--- src/hw/strap_defaults_map.svh ---
// Constants for the strap default derivation block
`ifndef STRAP_DEFAULTS_MAP_SVH
`define STRAP_DEFAULTS_MAP_SVH

// Advertisement register bit positions
`define ADV_10HD_BIT 5
`define ADV_10FD_BIT 6
`define ADV_100HD_BIT 7
`define ADV_100FD_BIT 8
`define ADV_PAUSE_BIT 10
`define ADV_SELECTOR_LSB 0

// Special mode field encodings
`define MODE_10HD 3'h0
`define MODE_10FD 3'h1
`define MODE_100HD 3'h2
`define MODE_100FD 3'h3
`define MODE_AN_100HD 3'h4
`define MODE_AN_ALL 3'h7

// Tie-off default of the manual crossover strap
`define MANUAL_MDIX_TIEOFF 1'h0

// Storage geometry of the strap memory
`define STRAP_WORDS 2
`define STRAP_ADDR_W 1
`define STRAP_ADDR_LATCHED 1'h0
`define STRAP_ADDR_LOADED 1'h1

`endif

--- src/hw/strap_defaults_pkg.sv ---
// Types shared by the strap default derivation block
package strap_defaults_pkg;

    // One full set of covered strap values
    typedef struct packed {
        logic p1_duplex;
        logic p1_backpressure_strap;
        logic p1_pause_enable_strap;
        logic p1_pause_manual_select_strap;
        logic p2_crossover_auto;
        logic p2_crossover_manual;
        logic p2_negotiation_pin;
        logic p2_speed;
    } strap_set_s;

    // Derived per-port PHY defaults
    typedef struct packed {
        logic halffull_ctrl_bit;
        logic negotiation_enable_bit;
        logic rate_select_low_bit;
        logic [15:0] advert;
        logic [2:0] special_mode;
    } phy_defaults_s;

    // Derived port 1 manual flow-control defaults
    typedef struct packed {
        logic p1_backpressure_bit;
        logic p1_pause_send_enable;
        logic p1_pause_receive_enable;
        logic p1_pause_manual_select;
    } flow_defaults_s;

    typedef enum logic [1:0] {
        ST_CAPTURE,
        ST_APPLY,
        ST_HOLD
    } seq_state_e;

endpackage

--- src/hw/phy_port_strap_defaults.sv ---
// Strap capture and derivation of port 1 and port 2 reset defaults
//
// Behaviour
// [RQ1] Port 1 duplex strap low gives half duplex default, high full duplex.
// [RQ2] Port 1 duplex strap also sets 10FD advert bit 6, mode field, duplex bit.
// [RQ3] Port 1 backpressure bit defaults to the backpressure strap.
// [RQ4] Port 1 pause send and receive enables default from pause enable strap.
// [RQ5] Send and receive enables govern pause only while manual select is set.
// [RQ6] Manual strap low clears manual select and sets advert pause bit 10.
// [RQ7] Manual strap high sets manual select and clears advert pause bit 10.
// [RQ8] Port 2 auto crossover follows its strap only while override is clear.
// [RQ9] Auto strapped low, override clear: manual strap picks MDI 0 or MDIX 1.
// [RQ10] Port 2 negotiation enable defaults from the negotiation strap.
// [RQ11] Negotiation strap also shapes speed, duplex, advert bits 6, 5, mode. Here speed follows the speed strap alone.
// [RQ12] Port 2 rate select low bit defaults from speed strap: 10 or 100.
// [RQ13] Speed strap also shapes advert bits 6 and 5 and the mode field.
// [RQ14] Straps captured at pin reset release; loader values replace them.
// [RQ15] Digital reset or reload restores captured values, no pin resample.
// [RQ16] Defaults applied in one reset sequence and held until reset.
`timescale 1ns/100ps
`default_nettype none
`include "strap_defaults_map.svh"

module phy_port_strap_defaults
    import strap_defaults_pkg::*;
#(
    parameter logic MANUAL_MDIX_DEFAULT = `MANUAL_MDIX_TIEOFF,
    parameter logic P2_DUPLEX_DEFAULT = 1'h1
) (
    input wire logic sys_clk,
    input wire logic rst_n,
    input wire logic pin_reset_n,
    input wire logic digital_reset,
    input wire logic reload_req,
    input wire logic p1_duplex_pin,
    input wire logic p1_backpressure_strap,
    input wire logic p1_pause_enable_strap,
    input wire logic p1_pause_manual_select_strap,
    input wire logic p2_crossover_auto_pin,
    input wire logic p2_negotiation_pin,
    input wire logic p2_speed_pin,
    input wire logic cfg_mem_present,
    input wire logic loader_valid,
    input wire strap_set_s loader_straps,
    input wire logic crossover_override_bit,
    input wire logic p2_crossover_sw_auto,
    input wire logic p2_crossover_sw_cross,
    output phy_defaults_s p1_phy_defaults,
    output phy_defaults_s p2_phy_defaults,
    output flow_defaults_s p1_flow_defaults,
    output logic p1_pause_tx_active,
    output logic p1_pause_rx_active,
    output logic p2_crossover_auto_en,
    output logic p2_crossover_crossed,
    output logic defaults_load,
    output logic defaults_valid
);

    ////////////////////////////////////////////////////////////////////////
    // Derivation helpers, shared by both ports

    function automatic logic [2:0] mode_of(input logic an, input logic spd,
                                           input logic dup);
        logic [2:0] m;
        m = `MODE_AN_ALL;
        if (!an) begin
            if (spd) begin
                m = dup ? `MODE_100FD : `MODE_100HD;
            end else begin
                m = dup ? `MODE_10FD : `MODE_10HD;
            end
        end else if (spd && !dup) begin
            // Negotiating from 100 at half duplex takes the MODE_AN_100HD mode
            m = `MODE_AN_100HD;
        end
        return m;
    endfunction

    function automatic phy_defaults_s phy_of(input logic an, input logic spd,
                                             input logic dup, input logic manual_fc);
        phy_defaults_s p;
        p = '0;
        p.negotiation_enable_bit = an;
        p.rate_select_low_bit = spd;
        p.halffull_ctrl_bit = dup;
        p.advert[`ADV_SELECTOR_LSB] = 1'h1;
        // Negotiation offers 10 half duplex, and 10 full duplex only at full duplex; a forced link offers only its own speed
        p.advert[`ADV_10HD_BIT] = an || !spd;
        p.advert[`ADV_10FD_BIT] = (an || !spd) && dup;
        p.advert[`ADV_100HD_BIT] = spd;
        p.advert[`ADV_100FD_BIT] = spd && dup;
        p.advert[`ADV_PAUSE_BIT] = !manual_fc;
        p.special_mode = mode_of(an, spd, dup);
        return p;
    endfunction

    ////////////////////////////////////////////////////////////////////////
    // Capture and source selection

    seq_state_e state_ff;
    seq_state_e nxt_state;
    logic pin_reset_n_ff;
    logic loaded_ff;
    logic store_wr;
    logic [`STRAP_ADDR_W-1:0] store_wr_addr;
    strap_set_s store_wr_data;
    strap_set_s pin_set;
    strap_set_s active_set;
    logic [`STRAP_ADDR_W-1:0] rd_addr;
    logic pin_release;
    logic loader_take;

    assign pin_release = pin_reset_n && !pin_reset_n_ff;
    // Loader words count only while a configuration memory is fitted
    assign loader_take = loader_valid && cfg_mem_present;

    always_comb begin
        pin_set = '0;
        pin_set.p1_duplex = p1_duplex_pin;
        pin_set.p1_backpressure_strap = p1_backpressure_strap;
        pin_set.p1_pause_enable_strap = p1_pause_enable_strap;
        pin_set.p1_pause_manual_select_strap = p1_pause_manual_select_strap;
        pin_set.p2_crossover_auto = p2_crossover_auto_pin;
        pin_set.p2_crossover_manual = MANUAL_MDIX_DEFAULT;
        pin_set.p2_negotiation_pin = p2_negotiation_pin;
        pin_set.p2_speed = p2_speed_pin;
    end

    // Release edge of the pin reset, caught by a clocked process
    // Reset to the idle level, so leaving reset is never taken for a release
    always_ff @(posedge sys_clk) begin
        if (!rst_n) begin
            pin_reset_n_ff <= 1'h1;
        end else begin
            pin_reset_n_ff <= pin_reset_n;
        end
    end

    // [RQ14] capture and override
    always_comb begin
        store_wr = 1'b0;
        store_wr_addr = `STRAP_ADDR_LATCHED;
        store_wr_data = pin_set;
        if (pin_release) begin
            store_wr = 1'b1;
        end else if (loader_take) begin
            store_wr = 1'b1;
            store_wr_addr = `STRAP_ADDR_LOADED;
            store_wr_data = loader_straps;
        end
    end

    // [RQ15] digital reset or reload drops loaded values
    // A loader word on the same edge as a reload wins, it is the newer value
    always_ff @(posedge sys_clk) begin
        if (!rst_n) begin
            loaded_ff <= 1'h0;
        end else if (pin_release) begin
            loaded_ff <= 1'h0;
        end else if (loader_take) begin
            loaded_ff <= 1'h1;
        end else if (digital_reset || reload_req) begin
            loaded_ff <= 1'h0;
        end
    end

    assign rd_addr = loaded_ff ? `STRAP_ADDR_LOADED : `STRAP_ADDR_LATCHED;

    strap_store #(
        .WORDS(`STRAP_WORDS),
        .AW(`STRAP_ADDR_W)
    ) u_store (
        .sys_clk(sys_clk),
        .wr_en(store_wr),
        .wr_addr(store_wr_addr),
        .wr_data(store_wr_data),
        .rd_addr(rd_addr),
        .rd_data(active_set)
    );

    ////////////////////////////////////////////////////////////////////////
    // Apply sequence: any capture or reload re-runs it

    logic restart;
    logic apply_now;
    assign restart = pin_release || digital_reset || reload_req || loader_take;
    // A restart on the apply edge discards that apply
    assign apply_now = (state_ff == ST_APPLY) && !restart;

    always_comb begin
        nxt_state = state_ff;
        unique case (state_ff)
            ST_CAPTURE: nxt_state = ST_APPLY;
            ST_APPLY: nxt_state = ST_HOLD;
            ST_HOLD: nxt_state = restart ? ST_CAPTURE : ST_HOLD;
            // The fourth code is never entered; fall back to idle
            default: nxt_state = ST_HOLD;
        endcase
    end

    always_ff @(posedge sys_clk) begin
        if (!rst_n) begin
            state_ff <= ST_HOLD;
        end else if (restart) begin
            state_ff <= ST_CAPTURE;
        end else begin
            state_ff <= nxt_state;
        end
    end

    // [RQ16] load pulse, outputs update once and then hold
    always_ff @(posedge sys_clk) begin
        if (!rst_n) begin
            defaults_load <= 1'h0;
            defaults_valid <= 1'h0;
        end else begin
            defaults_load <= apply_now;
            if (restart) begin
                defaults_valid <= 1'h0;
            end else if (state_ff == ST_APPLY) begin
                defaults_valid <= 1'h1;
            end
        end
    end

    ////////////////////////////////////////////////////////////////////////
    // Derived defaults

    // [RQ1] [RQ2] port 1 duplex, advert bit 6, mode
    // [RQ6] [RQ7] pause advert from manual select
    // Port 1 has no speed or negotiation strap here, so it negotiates from 100
    always_ff @(posedge sys_clk) begin
        if (!rst_n) begin
            p1_phy_defaults <= '0;
        end else if (apply_now) begin
            p1_phy_defaults <= phy_of(1'h1, 1'h1, active_set.p1_duplex,
                                      active_set.p1_pause_manual_select_strap);
        end
    end

    // [RQ10] [RQ11] [RQ12] [RQ13] port 2 negotiation and speed
    // Negotiation forces a full duplex default; a fixed link takes the parameter
    always_ff @(posedge sys_clk) begin
        if (!rst_n) begin
            p2_phy_defaults <= '0;
        end else if (apply_now) begin
            p2_phy_defaults <= phy_of(active_set.p2_negotiation_pin, active_set.p2_speed,
                                      active_set.p2_negotiation_pin || P2_DUPLEX_DEFAULT,
                                      1'h0);
        end
    end

    always_ff @(posedge sys_clk) begin
        if (!rst_n) begin
            p1_flow_defaults <= '0;
        end else if (apply_now) begin
            // [RQ3] backpressure default
            p1_flow_defaults.p1_backpressure_bit <= active_set.p1_backpressure_strap;
            // [RQ4] pause enables
            p1_flow_defaults.p1_pause_send_enable <= active_set.p1_pause_enable_strap;
            p1_flow_defaults.p1_pause_receive_enable <= active_set.p1_pause_enable_strap;
            // [RQ6] [RQ7] manual select default
            p1_flow_defaults.p1_pause_manual_select <=
                active_set.p1_pause_manual_select_strap;
        end
    end

    // [RQ5] pause gated by manual select
    // One cycle behind the flow defaults, which are themselves registered
    always_ff @(posedge sys_clk) begin
        if (!rst_n) begin
            p1_pause_tx_active <= 1'h0;
            p1_pause_rx_active <= 1'h0;
        end else begin
            p1_pause_tx_active <= p1_flow_defaults.p1_pause_manual_select
                                  && p1_flow_defaults.p1_pause_send_enable;
            p1_pause_rx_active <= p1_flow_defaults.p1_pause_manual_select
                                  && p1_flow_defaults.p1_pause_receive_enable;
        end
    end

    // [RQ8] auto crossover, strap ignored under override
    // Until the first pin release the store holds no capture
    always_ff @(posedge sys_clk) begin
        if (!rst_n) begin
            p2_crossover_auto_en <= 1'h0;
        end else if (crossover_override_bit) begin
            p2_crossover_auto_en <= p2_crossover_sw_auto;
        end else begin
            p2_crossover_auto_en <= active_set.p2_crossover_auto;
        end
    end

    // [RQ9] manual crossover strap counts only while auto is strapped off and override is clear
    always_ff @(posedge sys_clk) begin
        if (!rst_n) begin
            p2_crossover_crossed <= 1'h0;
        end else if (crossover_override_bit) begin
            p2_crossover_crossed <= p2_crossover_sw_cross;
        end else begin
            p2_crossover_crossed <= !active_set.p2_crossover_auto
                                    && active_set.p2_crossover_manual;
        end
    end

endmodule
`default_nettype wire

--- src/hw/strap_store.sv ---
// Small register memory holding the latched and loaded strap sets
`timescale 1ns/100ps
`default_nettype none
`include "strap_defaults_map.svh"

module strap_store
    import strap_defaults_pkg::*;
#(
    parameter int WORDS = `STRAP_WORDS,
    parameter int AW = `STRAP_ADDR_W
) (
    input wire logic sys_clk,
    input wire logic wr_en,
    input wire logic [AW-1:0] wr_addr,
    input wire strap_set_s wr_data,
    input wire logic [AW-1:0] rd_addr,
    output strap_set_s rd_data
);

    strap_set_s mem_ff [WORDS];

    // Contents survive digital reset on purpose; only writes change them
    always_ff @(posedge sys_clk) begin
        if (wr_en) begin
            mem_ff[wr_addr] <= wr_data;
        end
    end

    always_ff @(posedge sys_clk) begin
        rd_data <= mem_ff[rd_addr];
    end

endmodule
`default_nettype wire

--- config.mk ---
export PLATFORM = sky130hd
export DESIGN_NAME = phy_port_strap_defaults
export DESIGN_NICKNAME = d
export VERILOG_FILES = /design/src/hw/strap_defaults_pkg.sv /design/src/hw/phy_port_strap_defaults.sv /design/src/hw/strap_store.sv
export VERILOG_INCLUDE_DIRS = /design/src /design/src/hw
export SDC_FILE = /design/constraint.sdc
export NUM_CORES = 1
export LEC_CHECK = 0
export BUFFER_PORTS_ARGS = -buffer_cell sky130_fd_sc_hd__buf_2
export CAP_MARGIN = 10
export CORE_UTILIZATION = 40
export DETAILED_ROUTE_END_ITERATION = 7
export PLACE_DENSITY = 0.78
export SYNTH_ARGS = -nofsm -noshare
export SYNTH_HDL_FRONTEND = slang
export SYNTH_SLANG_ARGS = --single-unit
--- constraint.sdc ---
create_clock -name sys_clk -period 1.8 [get_ports sys_clk]
set_clock_uncertainty 0.2 [all_clocks]
set_input_delay 0.18 -clock sys_clk [delete_from_list [all_inputs] [get_ports sys_clk]]
set_output_delay 0.18 -clock sys_clk [all_outputs]
set_load 0.01 [all_outputs]
* Word-level counts from Yosys, hierarchy flattened
Memory sizes are Yosys's and may differ from the RTL's. A register that Yosys moved wholly into a read port is not among the register bits.
Cells that the tools add are included.
** Word-level totals
- Input port bits :: 25
- Memories kept :: 1
- Latch bits :: 0
- Memory bits (writable) :: 16
- ROM bits :: 0
- Bits in registers :: 34
** Memory list
- u_store.mem_ff :: depth 2, bits a word 8, rd ports 1, clocked after memory_dff 1, wr ports 1, line strap_store.sv:20 : strap_set_s mem_ff [WORDS];
** Operators by class
- Div/mod/pow operators :: 0
- $lt $le $gt $ge :: 0
- Equal/unequal tests :: 1
- $mul :: 0
- Bitwise logic cells :: 1
- Shift operators :: 0
- Reductions and logical operators :: 19
- Muxes and demuxes :: 17
- $add $sub $neg :: 0
** Operators by type and width (number)
- 8-bit 2-to-1 mux :: 2
- 1-bit 2-to-1 mux :: 10
- 2-bit 2-to-1 mux :: 4
- 1-bit logical AND :: 5
- 1-bit logical NOT :: 5
- 1-bit logical OR :: 5
- 2-bit OR reduction :: 2
- 3-bit 2-to-1 mux :: 1
- 2-bit by 1-bit == test with 1-bit output, second input constant :: 1
- 2-bit logical NOT :: 1
- 2-bit nonzero test :: 1
- 1-bit NOT :: 1

* Depth between registers and ports, before layout
- Depth in word-level cells :: 7
- Depth in mapped cells :: 4

* Modules after synthesis
From an unflattened synthesis, not the netlist that was laid out.
** Unflattened totals
- Cells, all modules :: 161
- Area, all modules :: 1944.4 um^2
** By module, submodules not included
- phy_port_strap_defaults :: times used 1, sequential area each 380.4 um^2, cells each 126, area an instance 1159.9 um^2
- strap_store :: times used 1, sequential area each 640.6 um^2, cells each 35, area an instance 784.5 um^2

* Worst setup path after synthesis
No wires, ideal clock.
- Path type :: reg2reg
- Start :: register pin_reset_n_ff
- End :: memory u_store.mem_ff[0][0] (netlist bit), data pin
- Data required time :: 1338 ps
- Stages on the path, launching flop included :: 5
- Path slack :: 47 ps
- Buffers on the path :: 0
- Data arrival time :: 1290 ps
- Period minus slack after synthesis :: 1753 ps
- Path through :: dfxtp_1 > nand2b_4 > inv_1 > nor2_4 > mux2_2
** RTL lines
- start: declaration :: line phy_port_strap_defaults.sv:102 : logic pin_reset_n_ff;
- start signal: assignment :: line phy_port_strap_defaults.sv:135 : pin_reset_n_ff <= pin_reset_n;
- end: declaration :: line strap_store.sv:20

* Worst setup path in the final report
- Start :: input reload_req
- End :: register state_ff[1]
** Between the ends
- Word-level cells in the longest chain between the ends :: 3
** Ends and longest elaborated chain
- start: declaration :: line phy_port_strap_defaults.sv:34 : input wire logic reload_req,
- 1-bit logical OR (2 in a row) :: line phy_port_strap_defaults.sv:186 : assign restart = pin_release || digital_reset || reload_req || loader_take;
- 2-bit 2-to-1 mux :: line phy_port_strap_defaults.sv:204 : end else if (restart) begin
- end signal: assignment :: line phy_port_strap_defaults.sv:207 : state_ff <= nxt_state;
- end: declaration :: line phy_port_strap_defaults.sv:100 : seq_state_e state_ff;
No other way between the ends.
A chain may end at the register's enable or synchronous reset.

==> flow_summary.yaml <==
outcome:
  status: "completed"
setup_path:
  critPathLaunchType: "primary input"
  crit_type: "primary input to register"
  crit_path_max_fanout: 6
  worstPathArrival_ns: 1.79
  required_ns: 1.84
  cp-end-kind: "register"
drt:
  drt-pass1-iter-count: 4
  routed_wirelength_mm: 2.874
  wl_per_cell_um: 10.80
  num_vias: 1180
  drc: 0
  ant_nets: 0
  drt_iter0_drc: 44
  via_per_inst: 4.436
sta:
  finalSetupTns_ns: 0
  timing.final.crit_share_pct: 97.24
  rsz0062_at_grt: "false"
  hold_viol: 0
  hold_ws_ns: 0.005873
  setup_slack_ns: 0.04974
  setup_viol: 0
  drv_slew: 0
  timing.fmax_mhz: 571.3
  fin_crit_ns: 1.750
final_layout:
  area_growth_pct: 21.49
  regArea_um2: 1021
  final_cells: 266
  fin_util_pct: 50.96
  final_area_um2: 2250
  fillers: 392
  layout-drive-gt1-share_pct: 42.52
  multi_input_area_um2: 574.3
  nets: 238
  antennaDiodeCount: 0
clock_tree:
  numCtsBuffers: 5
  cts_tree: "built"
  path_clk_slew_ns: 0.08
  ctsHtreeMaxLevel: 2
  cts_root_buf: "clkbuf_8"
  post_cts_resized: 0
  insertion_delay_ns: 0.30
  cts_max_path_buffers: 2
  cts.sinks: 43
synthesis:
  synth_ff_type: "dfxtp_1"
  yosysWarnings: 0
  yosysTopAreaCell: "dfxtp_1"
  netlist_area_um2: 1852
  async_flop_share_pct: 0
  ys_seq_area_share_pct: 55.14
  postSynthAreaPerCell_um2: 12.02
  synth_cell_types: 30
  postSynthCellCount: 154
  synth_area_leaders: "dfxtp_1, edfxtp_1, buf_4"
  ys_ff_latch: 43
  synth_edf_count: 16
  yosysTopAreaCellShare_pct: 29.19
job:
  cap_violations: 0
min_path:
  hp-class: "primary input to register"
floorplanning:
  die_x_um: 70.04
  placement_rows: 24
  coreArea_um2: 4414
  die_height_um: 70.04
  die_area_um2: 4906
  pin_count: 79
  initial_utilization_pct: 41.95
placed_design:
  place_ws_ns: 0.05050
  dp_cells: 243
  port_buffers: 58
  gp_congestion: 0.7201
  dpl-instance-area_um2: 1984
  dp_hpwl_mm: 1.930
pwr:
  vdd.ir_drop.worst_v: 0.0003829
  p_total_mw: 1.936
  p_leak_nw: 1.038
  power_density_nw_per_um2: 860.6
global_routing:
  grt_pass1_wl_mm: 4.512
  grt_max_degree: 22
  antenna_found_initial: 0
  grt_pass1_vias: 1024
  grt.total_usage_pct: 12.16
  grt-ovfl-total: 0
[kinds of logic after synthesis]
kind of cell,count (synthesis),share of synthesized area [%]
buffers and inverters,46,17.70
flip-flops,43,55.14
AND/OR/NAND/NOR,32,9.392
multiplexers,23,13.45
AO/OA/AOI/OAI,9,4.121
other,1,0.2025
[layout by cell type (no fill, tap or decap), drive strengths merged, types with 2 or more instances in the layout]
| cell type | Yosys | final |
|---|---|---|
| mux2 | 15 | 15 |
| nor2 | 7 | 7 |
| clkbuf | 2 | 5 |
| nor2b | 2 | 2 |
| inv | 3 | 3 |
| buf | 41 | 63 |
| a41oi | 2 | 2 |
| and3 | 2 | 2 |
| conb | 1 | 20 |
| dfxtp | 27 | 27 |
| dlygate4sd3 | 0 | 13 |
| edfxtp | 16 | 16 |
| nand2 | 15 | 15 |
| nand2b | 2 | 2 |
| mux2i | 8 | 8 |
| o21a | 2 | 2 |
| clkinv | 0 | 2 |
[sequential cells by signal (all words and copies together) (netlist names), 2 cells and up]
signal and flops:
u_store.mem_ff 16, u_store.rd_data 8, p2_phy_defaults 5, p1_flow_defaults 3
p1_phy_defaults 2, state_ff 2
[worst max-delay path, cell delays in order]
cell           delay (ns)
dlygate4sd3_1        0.53
buf_2                0.13
nor2_2               0.18
dlygate4sd3_1        0.59
o2111ai_1            0.09
nand2_1              0.08
[per-layer routing]
layer	up-vias	wire length (um)	GRT usage, %
met5	-	0	0
met4	0	64	6.000
met3	5	197	4.762
met2	54	1429	21.05
met1	539	1182	12.79
li1	582	-	-
[cell usage after synthesis, drive strengths merged (2+ instances only)]
| cell type | n |
|---|---|
| inv | 3 |
| and3 | 2 |
| dfxtp | 27 |
| nand2 | 15 |
| mux2i | 8 |
| nand2b | 2 |
| buf | 41 |
| nor2b | 2 |
| clkbuf | 2 |
| edfxtp | 16 |
| o21a | 2 |
| mux2 | 15 |
| a41oi | 2 |
| nor2 | 7 |
[cell type report]
class	count	share of cell area [%]
clock buffers	5	3.059
clock inverters	3	1.724
inverters	3	0.5006
multi-input cells	84	25.53
flip-flops and latches	43	45.38
well taps	52	2.892
repair buffers	76	20.91
[worst paths after layout]
path	start	to	slack, ns	cells after the start
worst max-delay path	reload_req	state_ff[1]	0.05	6
worst min-delay path	loader_straps[5]	u_store.mem_ff[1][5]	0.006	2
worst max register to register	pin_reset_n_ff	u_store.mem_ff[0][1]	0.21	5
worst min register to register	u_store.rd_data[6]	p1_flow_defaults[3]	0.25	2
[timing repair]
item / 4_1_cts / 5_1_grt
hold buffers: 11 / 2
buffers inserted: 0 / 2
hold endpoints to repair: 10 / 2
setup endpoints to repair: 0 / 14
[report_power, final]
part	leakage [nW]	switching, mW	internal (mW)	total, mW
sequential	0.372	0.0142	1.04	1.06
clock	0.0556	0.311	0.406	0.717
combinational	0.610	0.0775	0.0843	0.162
Note: power is estimated with default switching activity, not from simulation.
